[src/cod_defs.svh]
// named constants for the compact operand decoder
`ifndef COD_DEFS_SVH
`define COD_DEFS_SVH

// full register numbers reached by the short forms
`define COD_REG_ZERO  5'h00
`define COD_REG4      5'h04
`define COD_REG5      5'h05
`define COD_REG6      5'h06
`define COD_REG7      5'h07
`define COD_REG16     5'h10
`define COD_REG17     5'h11
`define COD_REG18     5'h12
`define COD_REG19     5'h13
`define COD_REG20     5'h14
`define COD_REG21     5'h15
`define COD_REG22     5'h16

// two-register add-immediate constants
`define COD_AI2_0     32'hffffffff
`define COD_AI2_1     32'h00000001
`define COD_AI2_2     32'h00000004
`define COD_AI2_3     32'h00000008
`define COD_AI2_4     32'h0000000c
`define COD_AI2_5     32'h00000010
`define COD_AI2_6     32'h00000014
`define COD_AI2_7     32'h00000018

// and-mask constants
`define COD_AM_0      32'h00000001
`define COD_AM_1      32'h00000002
`define COD_AM_2      32'h00000003
`define COD_AM_3      32'h00000004
`define COD_AM_4      32'h00000007
`define COD_AM_5      32'h00000008
`define COD_AM_6      32'h0000000f
`define COD_AM_7      32'h00000010
`define COD_AM_8      32'h0000001f
`define COD_AM_9      32'h00000020
`define COD_AM_10     32'h0000003f
`define COD_AM_11     32'h00000040
`define COD_AM_12     32'h00000080
`define COD_AM_13     32'h000000ff
`define COD_AM_14     32'h00008000
`define COD_AM_15     32'h0000ffff

// special codes, bias and scaling shifts
`define COD_ALL_ONES     32'hffffffff
`define COD_LI_NEG_CODE  7'h7f
`define COD_LBU_NEG_CODE 4'hf
`define COD_SPADJ_BIAS   32'h00000002
`define COD_SH_HALF      1
`define COD_SH_WORD      2

`endif

[src/cod_pkg.sv]
// types shared by the compact operand decoder files
package cod_pkg;

    // short instruction forms handed in by the fetch stage
    typedef enum logic [5:0] {
        op_none,
        op_add_imm_5bit_reg,
        op_stack_ptr_adjust,
        op_add_imm_two_reg,
        op_add_stack_ptr_to_reg,
        op_short_add_three_reg,
        op_short_and,
        op_short_and_mask,
        op_short_branch,
        op_short_branch_if_zero,
        op_short_branch_if_nonzero,
        op_short_breakpoint,
        op_short_jump_link_reg,
        op_short_jump_link_reg_shortslot,
        op_jump_reg_pop_stack,
        op_short_jump_reg,
        op_compact_jump_reg,
        op_short_load_byte_unsigned,
        op_short_load_half_unsigned,
        op_short_load_imm,
        op_short_load_word,
        op_short_load_multiple,
        op_load_word_global_rel,
        op_load_word_stack_rel,
        op_short_read_mul_high,
        op_short_read_mul_low,
        op_short_reg_move,
        op_reg_pair_move,
        op_short_invert,
        op_short_or,
        op_short_store_byte
    } cod_op_e;

    // 3-bit register sets
    typedef enum logic [1:0] {rset_common, rset_store, rset_pair_src} cod_rset_e;

    typedef logic [4:0] cod_reg_t;

    // raw fields of one short instruction
    typedef struct packed {
        logic       vld;
        cod_op_e    op;
        logic [2:0] r3a;
        logic [2:0] r3b;
        logic [2:0] r3c;
        logic [4:0] r5a;
        logic [4:0] r5b;
        logic [9:0] imm;
        logic [1:0] list;
    } cod_fields_s;

    // decoded operands
    typedef struct packed {
        logic        vld;
        cod_op_e     op;
        logic        use_rs1;
        logic        use_rs2;
        logic        use_rd;
        logic        use_rd2;
        logic        use_imm;
        cod_reg_t    rs1;
        cod_reg_t    rs2;
        cod_reg_t    rd;
        cod_reg_t    rd2;
        logic [1:0]  list;
        logic [31:0] imm;
    } cod_dec_s;

endpackage

[src/cod_operand_decoder.sv]
// operand decode stage for compact 16-bit instructions
`timescale 1ns/1ps
`include "cod_defs.svh"

// Overview of operation
// [RL1] two-register add-immediate maps 3-bit code to -1,1,4,8,12,16,20,24
// [RL2] and-mask maps 4-bit code to one of sixteen mask constants
// [RL3] three-register add uses three common-set fields, no immediate
// [RL4] short branch takes 10-bit signed offset shifted left one
// [RL5] branch on zero or nonzero: one register, 7-bit signed offset shifted one
// [RL6] load-immediate: one destination, 7-bit value, -1 or 0 to 126
// [RL7] byte load: base, destination, offset -1 or 0 to 14 unscaled
// [RL8] halfword load scales offset by two, word load by four
// [RL9] stack adjust: 9-bit code to -258..-3 or 2..257, times four
// [RL10] five-bit add-immediate: one 5-bit register both ways, signed -8 to 7
// [RL11] add stack pointer to register: destination, 6-bit unsigned times four
// [RL12] jump and pop stack: 5-bit unsigned times four, no register
// [RL13] global-relative word load: destination, 7-bit signed times four
// [RL14] stack-relative word load: 5-bit destination, 5-bit unsigned times four
// [RL15] load-multiple: 2-bit list and 4-bit unsigned offset times four
// [RL16] pair move: pair code to destination pair, sources from pair set
// [RL17] byte store: base, store-set source, unscaled 4-bit offset
// [RL18] register move: two full 5-bit fields, no immediate
// [RL19] jump-register family: one full 5-bit source, no immediate
// [RL20] read multiplier high or low: one full 5-bit destination
// [RL21] breakpoint passes 4-bit code 0 to 15, no register
// [RL22] common set: codes 0 and 1 give 16 and 17, others unchanged
// [RL23] store set: code 0 gives zero register, 1 gives 17
// [RL24] immediates come out 32 bits, extended and already scaled
// [RL25] every register specifier comes out as a full 5-bit number
module cod_operand_decoder (
    // clock and reset
    input  wire logic               clk,
    input  wire logic               reset,
    // raw instruction fields from fetch
    input  wire cod_pkg::cod_fields_s fld,
    // decoded operands to execute
    output cod_pkg::cod_dec_s       dec
);

    cod_pkg::cod_dec_s dec_ff;
    cod_pkg::cod_dec_s nxt_dec;
    cod_pkg::cod_reg_t cm_a, cm_b, cm_c, st_b, pr_b, pr_c;
    logic [31:0]       nxt_imm;

    // 3-bit register expanders
    cod_reg3_map u_cm_a (.set(cod_pkg::rset_common),   .code(fld.r3a), .regnum(cm_a));
    cod_reg3_map u_cm_b (.set(cod_pkg::rset_common),   .code(fld.r3b), .regnum(cm_b));
    cod_reg3_map u_cm_c (.set(cod_pkg::rset_common),   .code(fld.r3c), .regnum(cm_c));
    cod_reg3_map u_st_b (.set(cod_pkg::rset_store),    .code(fld.r3b), .regnum(st_b));
    cod_reg3_map u_pr_b (.set(cod_pkg::rset_pair_src), .code(fld.r3b), .regnum(pr_b));
    cod_reg3_map u_pr_c (.set(cod_pkg::rset_pair_src), .code(fld.r3c), .regnum(pr_c));

    // two-register add-immediate table
    function automatic logic [31:0] add2_lut(input logic [2:0] c);
        unique case (c)
            3'h0: add2_lut = `COD_AI2_0;
            3'h1: add2_lut = `COD_AI2_1;
            3'h2: add2_lut = `COD_AI2_2;
            3'h3: add2_lut = `COD_AI2_3;
            3'h4: add2_lut = `COD_AI2_4;
            3'h5: add2_lut = `COD_AI2_5;
            3'h6: add2_lut = `COD_AI2_6;
            3'h7: add2_lut = `COD_AI2_7;
        endcase
    endfunction

    // and-mask table
    function automatic logic [31:0] mask_lut(input logic [3:0] c);
        unique case (c)
            4'h0: mask_lut = `COD_AM_0;
            4'h1: mask_lut = `COD_AM_1;
            4'h2: mask_lut = `COD_AM_2;
            4'h3: mask_lut = `COD_AM_3;
            4'h4: mask_lut = `COD_AM_4;
            4'h5: mask_lut = `COD_AM_5;
            4'h6: mask_lut = `COD_AM_6;
            4'h7: mask_lut = `COD_AM_7;
            4'h8: mask_lut = `COD_AM_8;
            4'h9: mask_lut = `COD_AM_9;
            4'ha: mask_lut = `COD_AM_10;
            4'hb: mask_lut = `COD_AM_11;
            4'hc: mask_lut = `COD_AM_12;
            4'hd: mask_lut = `COD_AM_13;
            4'he: mask_lut = `COD_AM_14;
            4'hf: mask_lut = `COD_AM_15;
        endcase
    endfunction

    // destination pair table, first and second register packed
    function automatic logic [9:0] pair_lut(input logic [2:0] c);
        unique case (c)
            3'h0: pair_lut = {`COD_REG5, `COD_REG6};
            3'h1: pair_lut = {`COD_REG5, `COD_REG7};
            3'h2: pair_lut = {`COD_REG6, `COD_REG7};
            3'h3: pair_lut = {`COD_REG4, `COD_REG21};
            3'h4: pair_lut = {`COD_REG4, `COD_REG22};
            3'h5: pair_lut = {`COD_REG4, `COD_REG5};
            3'h6: pair_lut = {`COD_REG4, `COD_REG6};
            3'h7: pair_lut = {`COD_REG4, `COD_REG7};
        endcase
    endfunction

    // extended immediate forms
    wire [31:0] imm_s4  = {{28{fld.imm[3]}}, fld.imm[3:0]};
    wire [31:0] imm_s7  = {{25{fld.imm[6]}}, fld.imm[6:0]};
    wire [31:0] imm_s9  = {{23{fld.imm[8]}}, fld.imm[8:0]};
    wire [31:0] imm_s10 = {{22{fld.imm[9]}}, fld.imm};
    wire [31:0] imm_u4  = {28'h0, fld.imm[3:0]};
    wire [31:0] imm_u5  = {27'h0, fld.imm[4:0]};
    wire [31:0] imm_u6  = {26'h0, fld.imm[5:0]};
    wire [31:0] imm_u7  = {25'h0, fld.imm[6:0]};
    wire [9:0]  pair    = pair_lut(fld.r3a);

    // special-code immediates
    wire [31:0] li_val  = (fld.imm[6:0] == `COD_LI_NEG_CODE) ? `COD_ALL_ONES : imm_u7; // see [RL6]
    wire [31:0] lbu_val = (fld.imm[3:0] == `COD_LBU_NEG_CODE) ? `COD_ALL_ONES : imm_u4; // see [RL7]
    wire [31:0] spa_val = fld.imm[8] ? imm_s9 - `COD_SPADJ_BIAS
                                     : imm_s9 + `COD_SPADJ_BIAS; // see [RL9]

    // operand class decode
    wire op_r5_jump = fld.op inside {cod_pkg::op_short_jump_link_reg,
                                     cod_pkg::op_short_jump_link_reg_shortslot,
                                     cod_pkg::op_short_jump_reg,
                                     cod_pkg::op_compact_jump_reg}; // see [RL19]
    wire op_r5_dst  = fld.op inside {cod_pkg::op_load_word_stack_rel,
                                     cod_pkg::op_short_read_mul_high,
                                     cod_pkg::op_short_read_mul_low,
                                     cod_pkg::op_short_reg_move}; // see [RL14] [RL18] [RL20]
    wire op_two_reg = fld.op inside {cod_pkg::op_add_imm_two_reg,
                                     cod_pkg::op_short_and,
                                     cod_pkg::op_short_and_mask,
                                     cod_pkg::op_short_invert,
                                     cod_pkg::op_short_or,
                                     cod_pkg::op_short_load_byte_unsigned,
                                     cod_pkg::op_short_load_half_unsigned,
                                     cod_pkg::op_short_load_word};
    wire op_a_dst   = fld.op inside {cod_pkg::op_add_stack_ptr_to_reg,
                                     cod_pkg::op_short_load_imm,
                                     cod_pkg::op_load_word_global_rel}; // see [RL11] [RL13]
    wire op_a_src   = fld.op inside {cod_pkg::op_short_branch_if_zero,
                                     cod_pkg::op_short_branch_if_nonzero,
                                     cod_pkg::op_short_store_byte}; // see [RL5] [RL17]
    wire op_add5    = fld.op == cod_pkg::op_add_imm_5bit_reg;
    wire op_add3    = fld.op == cod_pkg::op_short_add_three_reg;
    wire op_pair    = fld.op == cod_pkg::op_reg_pair_move;
    wire op_move    = fld.op == cod_pkg::op_short_reg_move;
    wire op_store   = fld.op == cod_pkg::op_short_store_byte;

    // source register selection, all full 5-bit numbers
    assign nxt_dec.use_rs1 = op_add5 | op_r5_jump | op_move | op_two_reg | op_add3
                           | op_a_src | op_pair;
    assign nxt_dec.rs1 = (op_add5 | op_r5_jump) ? fld.r5a : // see [RL10] [RL19] [RL25]
                         op_move ? fld.r5b :                // see [RL18]
                         op_pair ? pr_b :                   // see [RL16]
                         cm_a;                              // see [RL3] [RL22]
    assign nxt_dec.use_rs2 = op_add3 | op_store | op_pair;
    assign nxt_dec.rs2 = op_store ? st_b : // see [RL17] [RL23]
                         op_pair ? pr_c :  // see [RL16]
                         cm_b;             // see [RL3]

    // destination register selection
    assign nxt_dec.use_rd = op_add5 | op_r5_dst | op_two_reg | op_a_dst | op_add3 | op_pair;
    assign nxt_dec.rd = (op_add5 | op_r5_dst) ? fld.r5a : // see [RL10] [RL14] [RL20]
                        op_a_dst ? cm_a :                 // see [RL6] [RL11] [RL13]
                        op_add3 ? cm_c :                  // see [RL3]
                        op_pair ? pair[9:5] :             // see [RL16]
                        cm_b;                             // see [RL7] [RL8]
    assign nxt_dec.use_rd2 = op_pair;
    assign nxt_dec.rd2 = op_pair ? pair[4:0] : `COD_REG_ZERO; // see [RL16]

    // pass-through fields
    assign nxt_dec.vld  = fld.vld;
    assign nxt_dec.op   = fld.op;
    assign nxt_dec.list = (fld.op == cod_pkg::op_short_load_multiple) ? fld.list : 2'h0; // see [RL15]
    assign nxt_dec.use_imm = !(op_r5_jump | op_r5_dst | op_pair | op_add3 |
                               fld.op inside {cod_pkg::op_short_and,
                                              cod_pkg::op_short_invert,
                                              cod_pkg::op_short_or,
                                              cod_pkg::op_none})
                             | (fld.op == cod_pkg::op_load_word_stack_rel);
    assign nxt_dec.imm  = nxt_imm;

    // immediate value per form, extended and scaled
    always_comb begin
        unique case (fld.op)
            cod_pkg::op_add_imm_5bit_reg:        nxt_imm = imm_s4;                  // see [RL10]
            cod_pkg::op_stack_ptr_adjust:        nxt_imm = spa_val << `COD_SH_WORD; // see [RL9]
            cod_pkg::op_add_imm_two_reg:         nxt_imm = add2_lut(fld.imm[2:0]);  // see [RL1]
            cod_pkg::op_add_stack_ptr_to_reg:    nxt_imm = imm_u6 << `COD_SH_WORD;  // see [RL11]
            cod_pkg::op_short_and_mask:          nxt_imm = mask_lut(fld.imm[3:0]);  // see [RL2]
            cod_pkg::op_short_branch:            nxt_imm = imm_s10 << `COD_SH_HALF; // see [RL4]
            cod_pkg::op_short_branch_if_zero,
            cod_pkg::op_short_branch_if_nonzero: nxt_imm = imm_s7 << `COD_SH_HALF;  // see [RL5]
            cod_pkg::op_short_breakpoint:        nxt_imm = imm_u4;                  // see [RL21]
            cod_pkg::op_jump_reg_pop_stack:      nxt_imm = imm_u5 << `COD_SH_WORD;  // see [RL12]
            cod_pkg::op_short_load_byte_unsigned: nxt_imm = lbu_val;                // see [RL7]
            cod_pkg::op_short_load_half_unsigned: nxt_imm = imm_u4 << `COD_SH_HALF; // see [RL8]
            cod_pkg::op_short_load_imm:          nxt_imm = li_val;                  // see [RL6]
            cod_pkg::op_short_load_word:         nxt_imm = imm_u4 << `COD_SH_WORD;  // see [RL8]
            cod_pkg::op_short_load_multiple:     nxt_imm = imm_u4 << `COD_SH_WORD;  // see [RL15]
            cod_pkg::op_load_word_global_rel:    nxt_imm = imm_s7 << `COD_SH_WORD;  // see [RL13]
            cod_pkg::op_load_word_stack_rel:     nxt_imm = imm_u5 << `COD_SH_WORD;  // see [RL14]
            cod_pkg::op_short_store_byte:        nxt_imm = imm_u4;                  // see [RL17]
            default:                             nxt_imm = 32'h0;                   // see [RL24]
        endcase
    end

    // output stage register
    always_ff @(posedge clk) begin
        if (reset) begin
            dec_ff <= '0;
        end else begin
            dec_ff <= nxt_dec;
        end
    end

    assign dec = dec_ff;

    // checks on the decoded operands
    property p_add2_neg;
        @(posedge clk) disable iff (reset)
        fld.op == cod_pkg::op_add_imm_two_reg
            && fld.imm[2:0] == 3'h0
        |=> dec.imm == 32'hffffffff && dec.use_imm;
    endproperty
    a_add2_neg: assert property (p_add2_neg) else $error("add2 code 0 not -1"); // see [RL1]

    // lookup tables
    property p_mask_top;
        @(posedge clk) disable iff (reset)
        fld.op == cod_pkg::op_short_and_mask
            && fld.imm[3:0] == 4'he
        |=> dec.imm == 32'h00008000;
    endproperty
    a_mask_top: assert property (p_mask_top) else $error("mask code 14 wrong"); // see [RL2]

    property p_add3_regs;
        @(posedge clk) disable iff (reset)
        fld.op == cod_pkg::op_short_add_three_reg
            && fld.r3c == 3'h0 && fld.r3a == 3'h5
        |=> dec.rd == 5'h10 && dec.rs1 == 5'h05 && !dec.use_imm;
    endproperty
    a_add3_regs: assert property (p_add3_regs) else $error("add3 regs wrong"); // see [RL3]

    // branch offsets
    property p_branch_min;
        @(posedge clk) disable iff (reset)
        fld.op == cod_pkg::op_short_branch
            && fld.imm == 10'h200
        |=> dec.imm == 32'hfffffc00 && !dec.use_rs1;
    endproperty
    a_branch_min: assert property (p_branch_min) else $error("branch offset wrong"); // see [RL4]

    property p_beqz_max;
        @(posedge clk) disable iff (reset)
        fld.op == cod_pkg::op_short_branch_if_zero
            && fld.imm[6:0] == 7'h3f
        |=> dec.imm == 32'h0000007e;
    endproperty
    a_beqz_max: assert property (p_beqz_max) else $error("beqz offset wrong"); // see [RL5]

    // special -1 codes
    property p_li_neg;
        @(posedge clk) disable iff (reset)
        fld.op == cod_pkg::op_short_load_imm
            && fld.imm[6:0] == 7'h7f
        |=> dec.imm == 32'hffffffff;
    endproperty
    a_li_neg: assert property (p_li_neg) else $error("li code 127 not -1"); // see [RL6]

    property p_lbu_neg;
        @(posedge clk) disable iff (reset)
        fld.op == cod_pkg::op_short_load_byte_unsigned
            && fld.imm[3:0] == 4'hf
        |=> dec.imm == 32'hffffffff;
    endproperty
    a_lbu_neg: assert property (p_lbu_neg) else $error("lbu code 15 not -1"); // see [RL7]

    property p_lw_scale;
        @(posedge clk) disable iff (reset)
        fld.op == cod_pkg::op_short_load_word
            && fld.imm[3:0] == 4'hf
        |=> dec.imm == 32'h0000003c;
    endproperty
    a_lw_scale: assert property (p_lw_scale) else $error("lw scale wrong"); // see [RL8]

    property p_spadj_ends;
        @(posedge clk) disable iff (reset)
        fld.op == cod_pkg::op_stack_ptr_adjust
            && fld.imm[8:0] == 9'h1ff
        |=> dec.imm == 32'hfffffff4;
    endproperty
    a_spadj_ends: assert property (p_spadj_ends) else $error("stack adjust wrong"); // see [RL9]

    property p_pop_scale;
        @(posedge clk) disable iff (reset)
        fld.op == cod_pkg::op_jump_reg_pop_stack
            && fld.imm[4:0] == 5'h1f
        |=> dec.imm == 32'h0000007c && !dec.use_rs1;
    endproperty
    a_pop_scale: assert property (p_pop_scale) else $error("pop offset wrong"); // see [RL12]

    // register sets
    property p_pair_dst;
        @(posedge clk) disable iff (reset)
        fld.op == cod_pkg::op_reg_pair_move
            && fld.r3a == 3'h3
        |=> dec.rd == 5'h04 && dec.rd2 == 5'h15;
    endproperty
    a_pair_dst: assert property (p_pair_dst) else $error("pair decode wrong"); // see [RL16]

    property p_store_zero;
        @(posedge clk) disable iff (reset)
        fld.op == cod_pkg::op_short_store_byte
            && fld.r3b == 3'h0
        |=> dec.rs2 == 5'h00 && dec.use_rs2;
    endproperty
    a_store_zero: assert property (p_store_zero) else $error("store src wrong"); // see [RL23]

    property p_sp2reg;
        @(posedge clk) disable iff (reset)
        fld.op == cod_pkg::op_add_stack_ptr_to_reg
            && fld.imm[5:0] == 6'h3f
        |=> dec.imm == 32'h000000fc;
    endproperty
    a_sp2reg: assert property (p_sp2reg) else $error("sp2reg wrong"); // see [RL11]

    property p_brk;
        @(posedge clk) disable iff (reset)
        fld.op == cod_pkg::op_short_breakpoint
            && fld.imm[3:0] == 4'h9
        |=> dec.imm == 32'h00000009;
    endproperty
    a_brk: assert property (p_brk) else $error("break code wrong"); // see [RL21]

    property p_vld_follow;
        @(posedge clk) disable iff (reset)
        fld.vld ##1 !fld.vld |-> dec.vld ##1 !dec.vld;
    endproperty
    a_vld_follow: assert property (p_vld_follow) else $error("valid not delayed"); // see [RL24]

endmodule

[src/cod_reg3_map.sv]
// expands one 3-bit register code into a full register number
`timescale 1ns/1ps
`include "cod_defs.svh"

module cod_reg3_map (
    // selection
    input  wire cod_pkg::cod_rset_e set,
    input  wire logic [2:0]         code,
    // expanded register
    output logic [4:0]              regnum
);

    logic [4:0] pair_reg;
    wire  [4:0] low_reg = {2'h0, code};

    // move-pair source set, ascending order
    always_comb begin
        unique case (code)
            3'h0: pair_reg = `COD_REG_ZERO;
            3'h1: pair_reg = 5'h02;
            3'h2: pair_reg = `COD_REG7;
            3'h3: pair_reg = `COD_REG16;
            3'h4: pair_reg = `COD_REG17;
            3'h5: pair_reg = `COD_REG18;
            3'h6: pair_reg = `COD_REG19;
            3'h7: pair_reg = `COD_REG20;
        endcase
    end

    // common and store sets differ only in code 0
    wire [4:0] code0_reg = (set == cod_pkg::rset_store) ? `COD_REG_ZERO : `COD_REG16; // see [RL22] [RL23]
    assign regnum = (set == cod_pkg::rset_pair_src) ? pair_reg :
                    (code == 3'h0) ? code0_reg :
                    (code == 3'h1) ? `COD_REG17 : low_reg; // see [RL22] [RL23]

endmodule

[config.mk]
export PLATFORM = sky130hd
export DESIGN_NAME = cod_operand_decoder
export DESIGN_NICKNAME = d
export VERILOG_FILES = /design/src/cod_pkg.sv /design/src/cod_operand_decoder.sv /design/src/cod_reg3_map.sv
export VERILOG_INCLUDE_DIRS = /design/src /design/src/src
export SDC_FILE = /design/constraint.sdc
export NUM_CORES = 1
export LEC_CHECK = 0
export BUFFER_PORTS_ARGS = -buffer_cell sky130_fd_sc_hd__buf_2
export CAP_MARGIN = 5
export CORE_UTILIZATION = 45
export CTS_CLUSTER_DIAMETER = 50
export DETAILED_ROUTE_END_ITERATION = 12
export PLACE_DENSITY = 0.72
export SLEW_MARGIN = 25
export SYNTH_ARGS = -nofsm -noshare
export SYNTH_HDL_FRONTEND = slang
export SYNTH_HIERARCHICAL = 1
export SYNTH_SLANG_ARGS = --single-unit
[constraint.sdc]
create_clock -name clk -period 5.1 [get_ports clk]
set_input_delay 0.255 -clock clk [delete_from_list [all_inputs] [get_ports clk]]
set_output_delay 0.255 -clock clk [all_outputs]
set_load 0.02 [all_outputs]
Yosys cells after proc, flatten, opt, wreduce, memory -nomap -nowiden
Memory sizes are Yosys's and may differ from the RTL's.
Index checks and enable logic that the tools add are counted.
- register bits after elaboration: 66
- memory bits (read-only): 616
- input port bits: 40
- output and inout port bits: 66
- word-level logic and storage cells: 112
- memories kept: 5
- memories (name ; words ; width ; rd ports ; clocked after memory_dff ; wr ports ; line ; text):
    (no name shown) ; 8 ; 32 ; 1 ; 0 ; 0 ; cod_operand_decoder.sv:56 ; unique case (c)
    (no name shown) ; 16 ; 16 ; 1 ; 0 ; 0 ; cod_operand_decoder.sv:70 ; unique case (c)
    (no name shown) ; 8 ; 5 ; 1 ; 0 ; 0 ; cod_operand_decoder.sv:92 ; unique case (c)
    (no name shown) ; 8 ; 4 ; 1 ; 0 ; 0 ; cod_reg3_map.sv:18 ; unique case (code)
    (no name shown) ; 8 ; 4 ; 1 ; 0 ; 0 ; cod_reg3_map.sv:18 ;
- add/subtract/negate cells: 2
- equal/unequal tests: 35
- muxes and demuxes: 20
- bitwise operators: 20
- reductions and logical operators: 17
- operators with widths (operator ; number):
    $pmux W32 S14 ; 1
    $eq A6 B5 Y1 const B ; 15
    $mux W5 ; 16
    $mux W32 ; 2
    $eq A6 B4 Y1 const B ; 8
    $mux W30 ; 1
    $eq A6 B3 Y1 const B ; 4
    $or A1 B1 Y1 ; 18
    $eq A6 B2 Y1 const B ; 2
    $reduce_bool A4 Y1 ; 3
    $reduce_or A2 Y1 ; 6
    $add A9 B3 Y10 const B ; 1
    $sub A9 B3 Y10 const B ; 1
    $eq A3 B1 Y1 const B ; 3
    $logic_not A3 Y1 ; 3
    $reduce_bool A8 Y1 ; 1
    $eq A7 B7 Y1 const B ; 1
    $eq A6 B1 Y1 const B ; 1
    $logic_not A6 Y1 ; 1
    $reduce_bool A3 Y1 ; 2
    $eq A4 B4 Y1 const B ; 1
    $not A1 Y1 ; 2
    $logic_not A1 Y1 ; 1

Depth between registers and ports, before layout
Gate-level depths: netlist (run 1).
- depth in word-level cells: 8
- mapped depth: 8
- mapped depth without buffers: 8

Cells and area by module
Netlist (run 1), hierarchy kept.
- modules (own cells, without submodules) (module ; times used ; cells an instance ; area an instance (um2) ; seq. area each (um2)):
    cod_operand_decoder ; 1 ; 420 ; 3243.1 ; 940.9
    cod_reg3_map ; 6 ; 26 ; 176.4 ; 0.0

Worst setup path before layout (run 1)
OpenSTA, ideal clock, no wires.
- kind: input to register
- start: input fld[2] in the netlist's numbering
- end: register dec_ff, in the netlist dec[3]
- setup time: 0.124 ns
- data arrival time: 1.710 ns
- required time: 4.976 ns
- setup slack: 3.266 ns
- stages: 8
- buffers on the path: 1
- cells stage by stage: clkbuf_1 > inv_1 > ha_1 > mux2_2 > mux2i_1 > o22ai_1 > a221oi_1 > a21oi_1
- longest elaborated chain between the ends: 3
- elaborated cells on any way between the ends: 10
- classes of those cells: 2 x add/sub; 2 x eq/ne; 4 x mux; 2 x memory
- RTL lines (what ; line ; text):
    start: declaration ; cod_operand_decoder.sv:36 ; input wire cod_pkg::cod_fields_s fld,
    $add A9 B3 Y10 (no line) (tied with other cells) ; -- ;
    $mux W30 (no line) (tied with other cells) ; -- ;
    $pmux W32 S14 * ; cod_operand_decoder.sv:186 ; unique case (fld.op)
    end signal: assignment ; cod_operand_decoder.sv:214 ; dec_ff <= nxt_dec;
    end: declaration ; cod_operand_decoder.sv:41 ; cod_pkg::cod_dec_s dec_ff;
Every way passes the cells marked *; elsewhere a longest branch is shown, timed or not.
A chain may end at the register's enable or synchronous reset.

Worst setup path after layout (run 1)
- start: input fld[31] in the netlist's numbering
- end: register dec_ff, in the netlist dec[40]
- longest elaborated chain between the ends: 5
- elaborated cells on any way between the ends: 17
- classes of those cells: 10 x eq/ne; 4 x mux; 1 x bitwise; 2 x reduce/logical
- RTL lines (what ; line ; text):
    $eq A6 B5 Y1 ; cod_operand_decoder.sv:146 ; wire op_pair = fld.op == cod_pkg::op_reg_pair_move;
    $mux W5 ; cod_operand_decoder.sv:167 ; op_pair ? pair[9:5] :
    $mux W5 ; cod_operand_decoder.sv:166 ; op_add3 ? cm_c :
    $mux W5 ; cod_operand_decoder.sv:165 ; op_a_dst ? cm_a :
    $mux W5 * ; cod_operand_decoder.sv:164 ; assign nxt_dec.rd = (op_add5 | op_r5_dst) ? fld.r5a :
Marked as above.

==> summary.txt, run 1 <==
Global routing
  – First-pass GRT wire length: 18000 µm
  – Grt ovf: 0
  – GRT Total Usage: 0.222
  – Largest net degree at the start of global routing: 30
  – Initial antenna violation count: 0
  – Number of global-route vias before repair: approximately 4000

Layout
  – Antenna diodes: 0
  – Number of flip-flops in the largest register: 47
  – Final core occ: 0.535
  – P&R area growth vs syn: 15.0%
  – Net count reported at finish: between 700 and 800
  – Ratio of cells with drive above 1 in the final layout: 0.184
  – Non-filler instance count after layout: roughly 800

Yosys
  – Synthesized cell area: 0.00430 mm²
  – Most frequent cell after synthesis: nand2_1
  – Netlist cell types: 68
  – Seq cells post-synth: between 40 and 50
  – Syn avg cell area: 7.47 µm²
  – Asr flop ratio synth: 0
  – Synth Instances: between 500 and 600
  – Synth area leader: dfxtp_1
  – Top cells by count, synth: nand2_1, nor2_1, dfxtp_1
  – Post-synth top area share: 0.219
  – Top_reg_cell synth: dfxtp_1
  – Seq/Total Area, Yosys: 0.219
  – Area contributors post-synth: dfxtp_1, ha_1, nand2_1
  – Synth Warn #: 6
  – EDFF count, synth: 0

Pwr
  – Switching pwr: 0.307 mW
  – Leakage power: around 2.4 nW
  – Peak supply drop: roughly 0.08 mV
  – Reg power frac: 0.426
  – PwrDens: between 150 and 200 mW/mm²
  – Switching Share: 0.336
  – Gate power share: 0.297
  – Clock share of power: 0.277
  – Cell-internal power: a little over 0.6 mW

Route
  – # DRC: 0
  – Wire per inst: 13.9 µm
  – Final WL: 11200 µm
  – Vias/cell: about 5.4
  – DR iter-0 viols: 284
  – Drt first pass iters: 5
  – Post-route ant nets: 0
  – Routed via count: around 4400

STA
  – Worst Max-Slew Pin Slew: 0.735 ns
  – Slew Limit Fails: 0
  – Fin. Hold Viols: 0
  – Min Tclk post-route: about 2.1 ns
  – Max Fclk: about 480 MHz
  – Final setup viols: 0
  – RSZ-0062 raised after global routing: false
  – Total negative slack: 0 ns
  – Relative slew slack: 0.509
  – Fin crit share: 0.411

Worst setup path
  – Worst path arrival time: around 2.3 ns
  – Critical Path Sink Type: flip-flop
  – Crit Path Category: in2reg
  – Worst path max stage delay: around 0.6 ns
  – Worst path slowest cell: nor2_1
  – Startpoint Class: input port
  – CP Max Fanout: 28
  – Worst path cell trace: buf_2 > nand4b_4 > nor2_1 > nand4_1 > a311o_1 > a311oi_1
  – Crit path required time: 5.32 ns

Clock tree
  – Cts hold-fix bufs: 0
  – CTS buffer count: 5
  – CTS Root Buffer Type: clkbuf_8
  – CTS tree: done
  – # resized after CTS: 0
  – H-tree depth: 2
  – Clock Path Buffers: 2
  – Setup Fix Bufs, Post-CTS: 0
  – Reg clk slew, reported paths: roughly 0.1 ns
  – Sink Count: 47

Placement
  – Post-detail-place hpwl: approximately 8700 µm
  – Placed Cells: around 800
  – I/O Buffers: roughly 100
  – Routability-driven placement congestion ratio: between 0.8 and 0.9

Floorplanning
  – Die width: 99.8 µm
  – # IOs: roughly 110
  – DIE AREA: around 0.01 mm²
  – Core area: about 0.009 mm²
  – # rows: 35
  – Initial Util: 0.466
  – Die Y: ~100 µm

Worst hold path
  – Worst Hold Path Cells: 2
  – Min-Delay Path Class: in2reg

Outcome
  – Status: finished clean

Run
  – Max-cap violations: 0
critical path: cells and delay by family:
family | cells | cell delay [ns]
simple gates | 3 | 0.96
compound gates | 2 | 0.64
buf+inv | 1 | 0.43
path summary, 6_finish.rpt:
path / startpoint / endpoint
worst min-delay path: fld[1] / dec[33]
worst max-delay path: fld[31] / dec[40]
cells by family (layout without fill, tap and decap cells):
| group | Yosys count | count (layout) | synth area share |
|---|---|---|---|
| and+or+nand+nor | 214 | 214 | 0.266 |
| AOI/OAI and AO/OA | 170 | 170 | 0.275 |
| buffers and inverters | 92 | 150 | 0.108 |
| DFF | 47 | 47 | 0.219 |
| adders and majority gates | 35 | 35 | 0.104 |
| other | 8 | 55 | 0.00698 |
| xor gates and xnor gates | 6 | 6 | 0.0122 |
| muxes | 4 | 4 | 0.00960 |
power groups by stage:
stage               clock [mW]  sequential [mW]  combinational [mW]
floorplan                    0            0.416               0.172
global placement             0            0.398               0.261
detailed placement           0            0.398               0.266
CTS                      0.260            0.389               0.267
global route             0.273            0.390               0.302
finish                   0.253            0.389               0.272
metrics by stage:
stage | total power [mW] | cell area [µm²] | hold slack, ns | setup slack [ns]
detailed placement | 0.663 | 4840 | 0.459 | 2.64
floorplan | 0.588 | 4480 | 0.355 | 3.27
CTS | 0.916 | 4940 | 0.142 | 2.99
global placement | 0.658 | 4840 | 0.454 | 2.81
global route | 0.966 | 4940 | 0.156 | 2.83
finish | 0.914 | 4940 | 0.150 | 3.00
cell type report:
class | count | area (µm²)
fillers | 919 | 4300
multi-input cells | 484 | 3070
flip-flops and latches | 47 | 941
repair buffers | 105 | 528
well taps | 129 | 161
inverters | 37 | 139
clock buffers | 7 | 96.3
clock inverters | 1 | 7.51
layer usage:
layer / vias up / global-route usage / part of all wire
met5: - / 0 / 0
met4: 0 / 0.0690 / 0.021
met3: 23 / 0.0369 / 0.064
met2: 170 / 0.387 / 0.48
met1: 2014 / 0.280 / 0.44
li1: 2199 / - / -
cell usage in the layout, fill, tap and decap left out, types with 5 or more instances in the layout:
master,n
buf_2,104
nand2_1,59
nor2_1,55
conb_1,55
dfxtp_1,47
inv_1,37
o21ai_0,37
ha_1,34
a21oi_1,22
a211oi_1,18
a31oi_1,15
nand2b_1,14
a311oi_1,13
nand3b_1,9
and3b_1,8
nor2b_1,8
o21ai_1,8
a22o_1,7
a21o_1,7
nand3_1,7
nor3_1,7
and2b_1,7
clkbuf_8,7
o311a_1,6
nor4_1,5
and3_1,5
a221oi_1,5
Note: power is estimated with default switching activity, not from simulation.
==> inputs of run 2 (changes only) <==
--- a/config.mk
+++ b/config.mk
@@ -11,7 +11,7 @@
 export CORE_UTILIZATION = 45
 export CTS_CLUSTER_DIAMETER = 50
 export DETAILED_ROUTE_END_ITERATION = 12
-export PLACE_DENSITY = 0.72
+export PLACE_DENSITY = 0.75
 export SLEW_MARGIN = 25
 export SYNTH_ARGS = -nofsm -noshare
 export SYNTH_HDL_FRONTEND = slang
==> constraint.sdc (replaced) <==
create_clock -name clk -period 1.9 [get_ports clk]
set_input_delay 0.095 -clock clk [delete_from_list [all_inputs] [get_ports clk]]
set_output_delay 0.095 -clock clk [all_outputs]
set_load 0.02 [all_outputs]
==> summary.txt, run 2 (synthesized netlist as in run 1, its figures left out) <==
Outcome
  – Status: finished clean

Placement
  – Placed Cells: 851 (+6.1%)
  – Routability-driven placement congestion ratio: 0.945 (+6.7%)
  – Pre-CTS setup slack: 0.0326 ns (-2.61 ns)
  – Placement Cell Area: 0.00521 mm² (+7.6%)
  – I/O Buffers: 104 (unchanged)
  – Post-detail-place hpwl: 9520 µm (+9.7%)

Pwr
  – Switching pwr: 0.860 mW (+180%)
  – Gate power share: 0.308 (+0.011)
  – PwrDens: 487 mW/mm² (+160%)
  – Switching Share: 0.331 (-0.00509)
  – Leakage power: 2.64 nW (+11%)
  – Peak supply drop: 0.287 mV (+260%)
  – Final Power: 2.60 mW (+180%)
  – Clock share of power: 0.291 (+0.014)
  – Cell-internal power: 1.74 mW (+190%)
  – Reg power frac: 0.401 (-0.025)

STA
  – Fin. Hold Viols: 0 (unchanged)
  – Max Fclk: just over 600 MHz
  – Fin crit share: 0.845
  – RSZ-0062 raised after global routing: false
  – Total negative slack: 0 ns (unchanged)
  – Relative slew slack: 0.621 (+0.113)
  – Final setup viols: 0 (unchanged)
  – Worst Setup Slack, final: 0.294 ns (-2.71 ns)
  – Min Hold Slack: 0.0150 ns (-0.135 ns)
  – Min Tclk post-route: about 1.6 ns
  – Slew Limit Fails: 0 (unchanged)
  – Worst Max-Slew Pin Slew: 0.568 ns (-0.167 ns)

Route
  – Post-route ant nets: 0 (unchanged)
  – Vias/cell: 5.41 (-0.54%)
  – Drt first pass iters: 5 (unchanged)
  – Wire per inst: 14.1 µm (+1.8%)
  – # DRC: 0 (unchanged)
  – DR iter-0 viols: 295 (+3.9%)
  – Routed via count: 4658 (+5.7%)
  – Final WL: 12200 µm (+8.2%)

Worst hold path
  – Min-Delay Path Class: in2reg

Layout
  – Final core occ: 0.578 (+0.0429)
  – Most frequent cells in the layout: buf_2, nand2_1, nor2_1, conb_1, buf_4
  – Non-filler instance count after layout: 861 (+6.3%)
  – Ratio of cells with drive above 1 in the final layout: 0.238 (+0.0542)
  – Commonest non-fill, non-tap cell in the layout: buf_2
  – P&R area growth vs syn: 24.2%
  – Antenna diodes: 0 (unchanged)
  – Number of flip-flops in the largest register: 47 (unchanged)
  – Final Instance Area: 0.00534 mm² (+8.0%)
  – Filler cells: 896 (-2.5%)
  – Net count reported at finish: 806 (+6.8%)

Floorplanning
  – Die Y: 99.8 µm (unchanged)
  – Initial Util: 0.466 (unchanged)
  – Core area: 0.00924 mm² (unchanged)
  – # rows: 35 (unchanged)
  – # IOs: 106 (unchanged)
  – DIE AREA: 0.00995 mm² (unchanged)
  – Die width: 99.8 µm (unchanged)

Worst setup path
  – CP bufs+invs: 2 (+1)
  – CP Max Fanout: 14 (-50%)
  – Startpoint Class: input port
  – Crit Path Category: in2reg
  – Critical Path Sink Type: flip-flop
  – Worst path cell trace: buf_2 > buf_4 > or2_1 > a2bb2oi_1 > nor2_1 > a2111o_1 > a41oi_1
  – Crit path required time: 2.12 ns (-3.20 ns)
  – Worst path slowest cell: a2111o_1
  – Worst path max stage delay: 0.61 ns (about the same)
  – Worst path arrival time: 1.82 ns (-0.49 ns)
  – Cell family with most CP delay: compound AO/OA/AOI/OAI gates

Clock tree
  – CTS tree: done
  – Sink Count: 47 (unchanged)
  – Reg clk slew, reported paths: 0.10 ns (about the same)
  – # resized after CTS: 0 (unchanged)
  – CTS Root Buffer Type: clkbuf_8
  – Cts hold-fix bufs: 2 (+2)
  – CTS buffer count: 5 (unchanged)
  – Setup Fix Bufs, Post-CTS: 0 (unchanged)
  – Clock Path Buffers: 2 (unchanged)
  – H-tree depth: 2 (unchanged)

Run
  – Max-cap violations: 0 (unchanged)

Global routing
  – Number of global-route vias before repair: 4178 (+7.3%)
  – Initial antenna violation count: 0 (unchanged)
  – Largest net degree at the start of global routing: 25 (-17%)
  – First-pass GRT wire length: 19400 µm (+7.7%)
  – Grt ovf: 0 (unchanged)
  – GRT Total Usage: 0.240 (+0.0176)
run 2: final timing paths:
kind | from | end | slack (ns) | depth (start not counted)
max | fld[32] | dec[4] | 0.29 | 7
min | fld[18] | dec[50] | 0.02 | 2
run 2: cell type report:
type,count,area [µm²],share of cell area
multi-input cells,484,3070,0.575
inverters,37,139,0.0260
repair buffers,156,916,0.171
flip-flops and latches,47,941,0.176
clock inverters,3,43.8,0.00820
well taps,129,161,0.0302
clock buffers,5,68.8,0.0129
run 2: power by group through the flow:
stage	Combinational (mW)	Sequential (mW)	Clock (mW)
detailed placement	0.776	1.07	0
CTS	0.783	1.04	0.770
floorplan	0.462	1.12	0
finish	0.801	1.04	0.756
global placement	0.757	1.07	0
global route	0.878	1.05	0.811
run 2: per-layer routing:
layer / wire length (µm) / vias to the layer above / GRT usage
met5: 0 / - / 0
met4: 295 / 0 / 0.0871
met3: 827 / 28 / 0.0272
met2: 5770 / 204 / 0.420
met1: 5280 / 2136 / 0.304
li1: - / 2290 / -
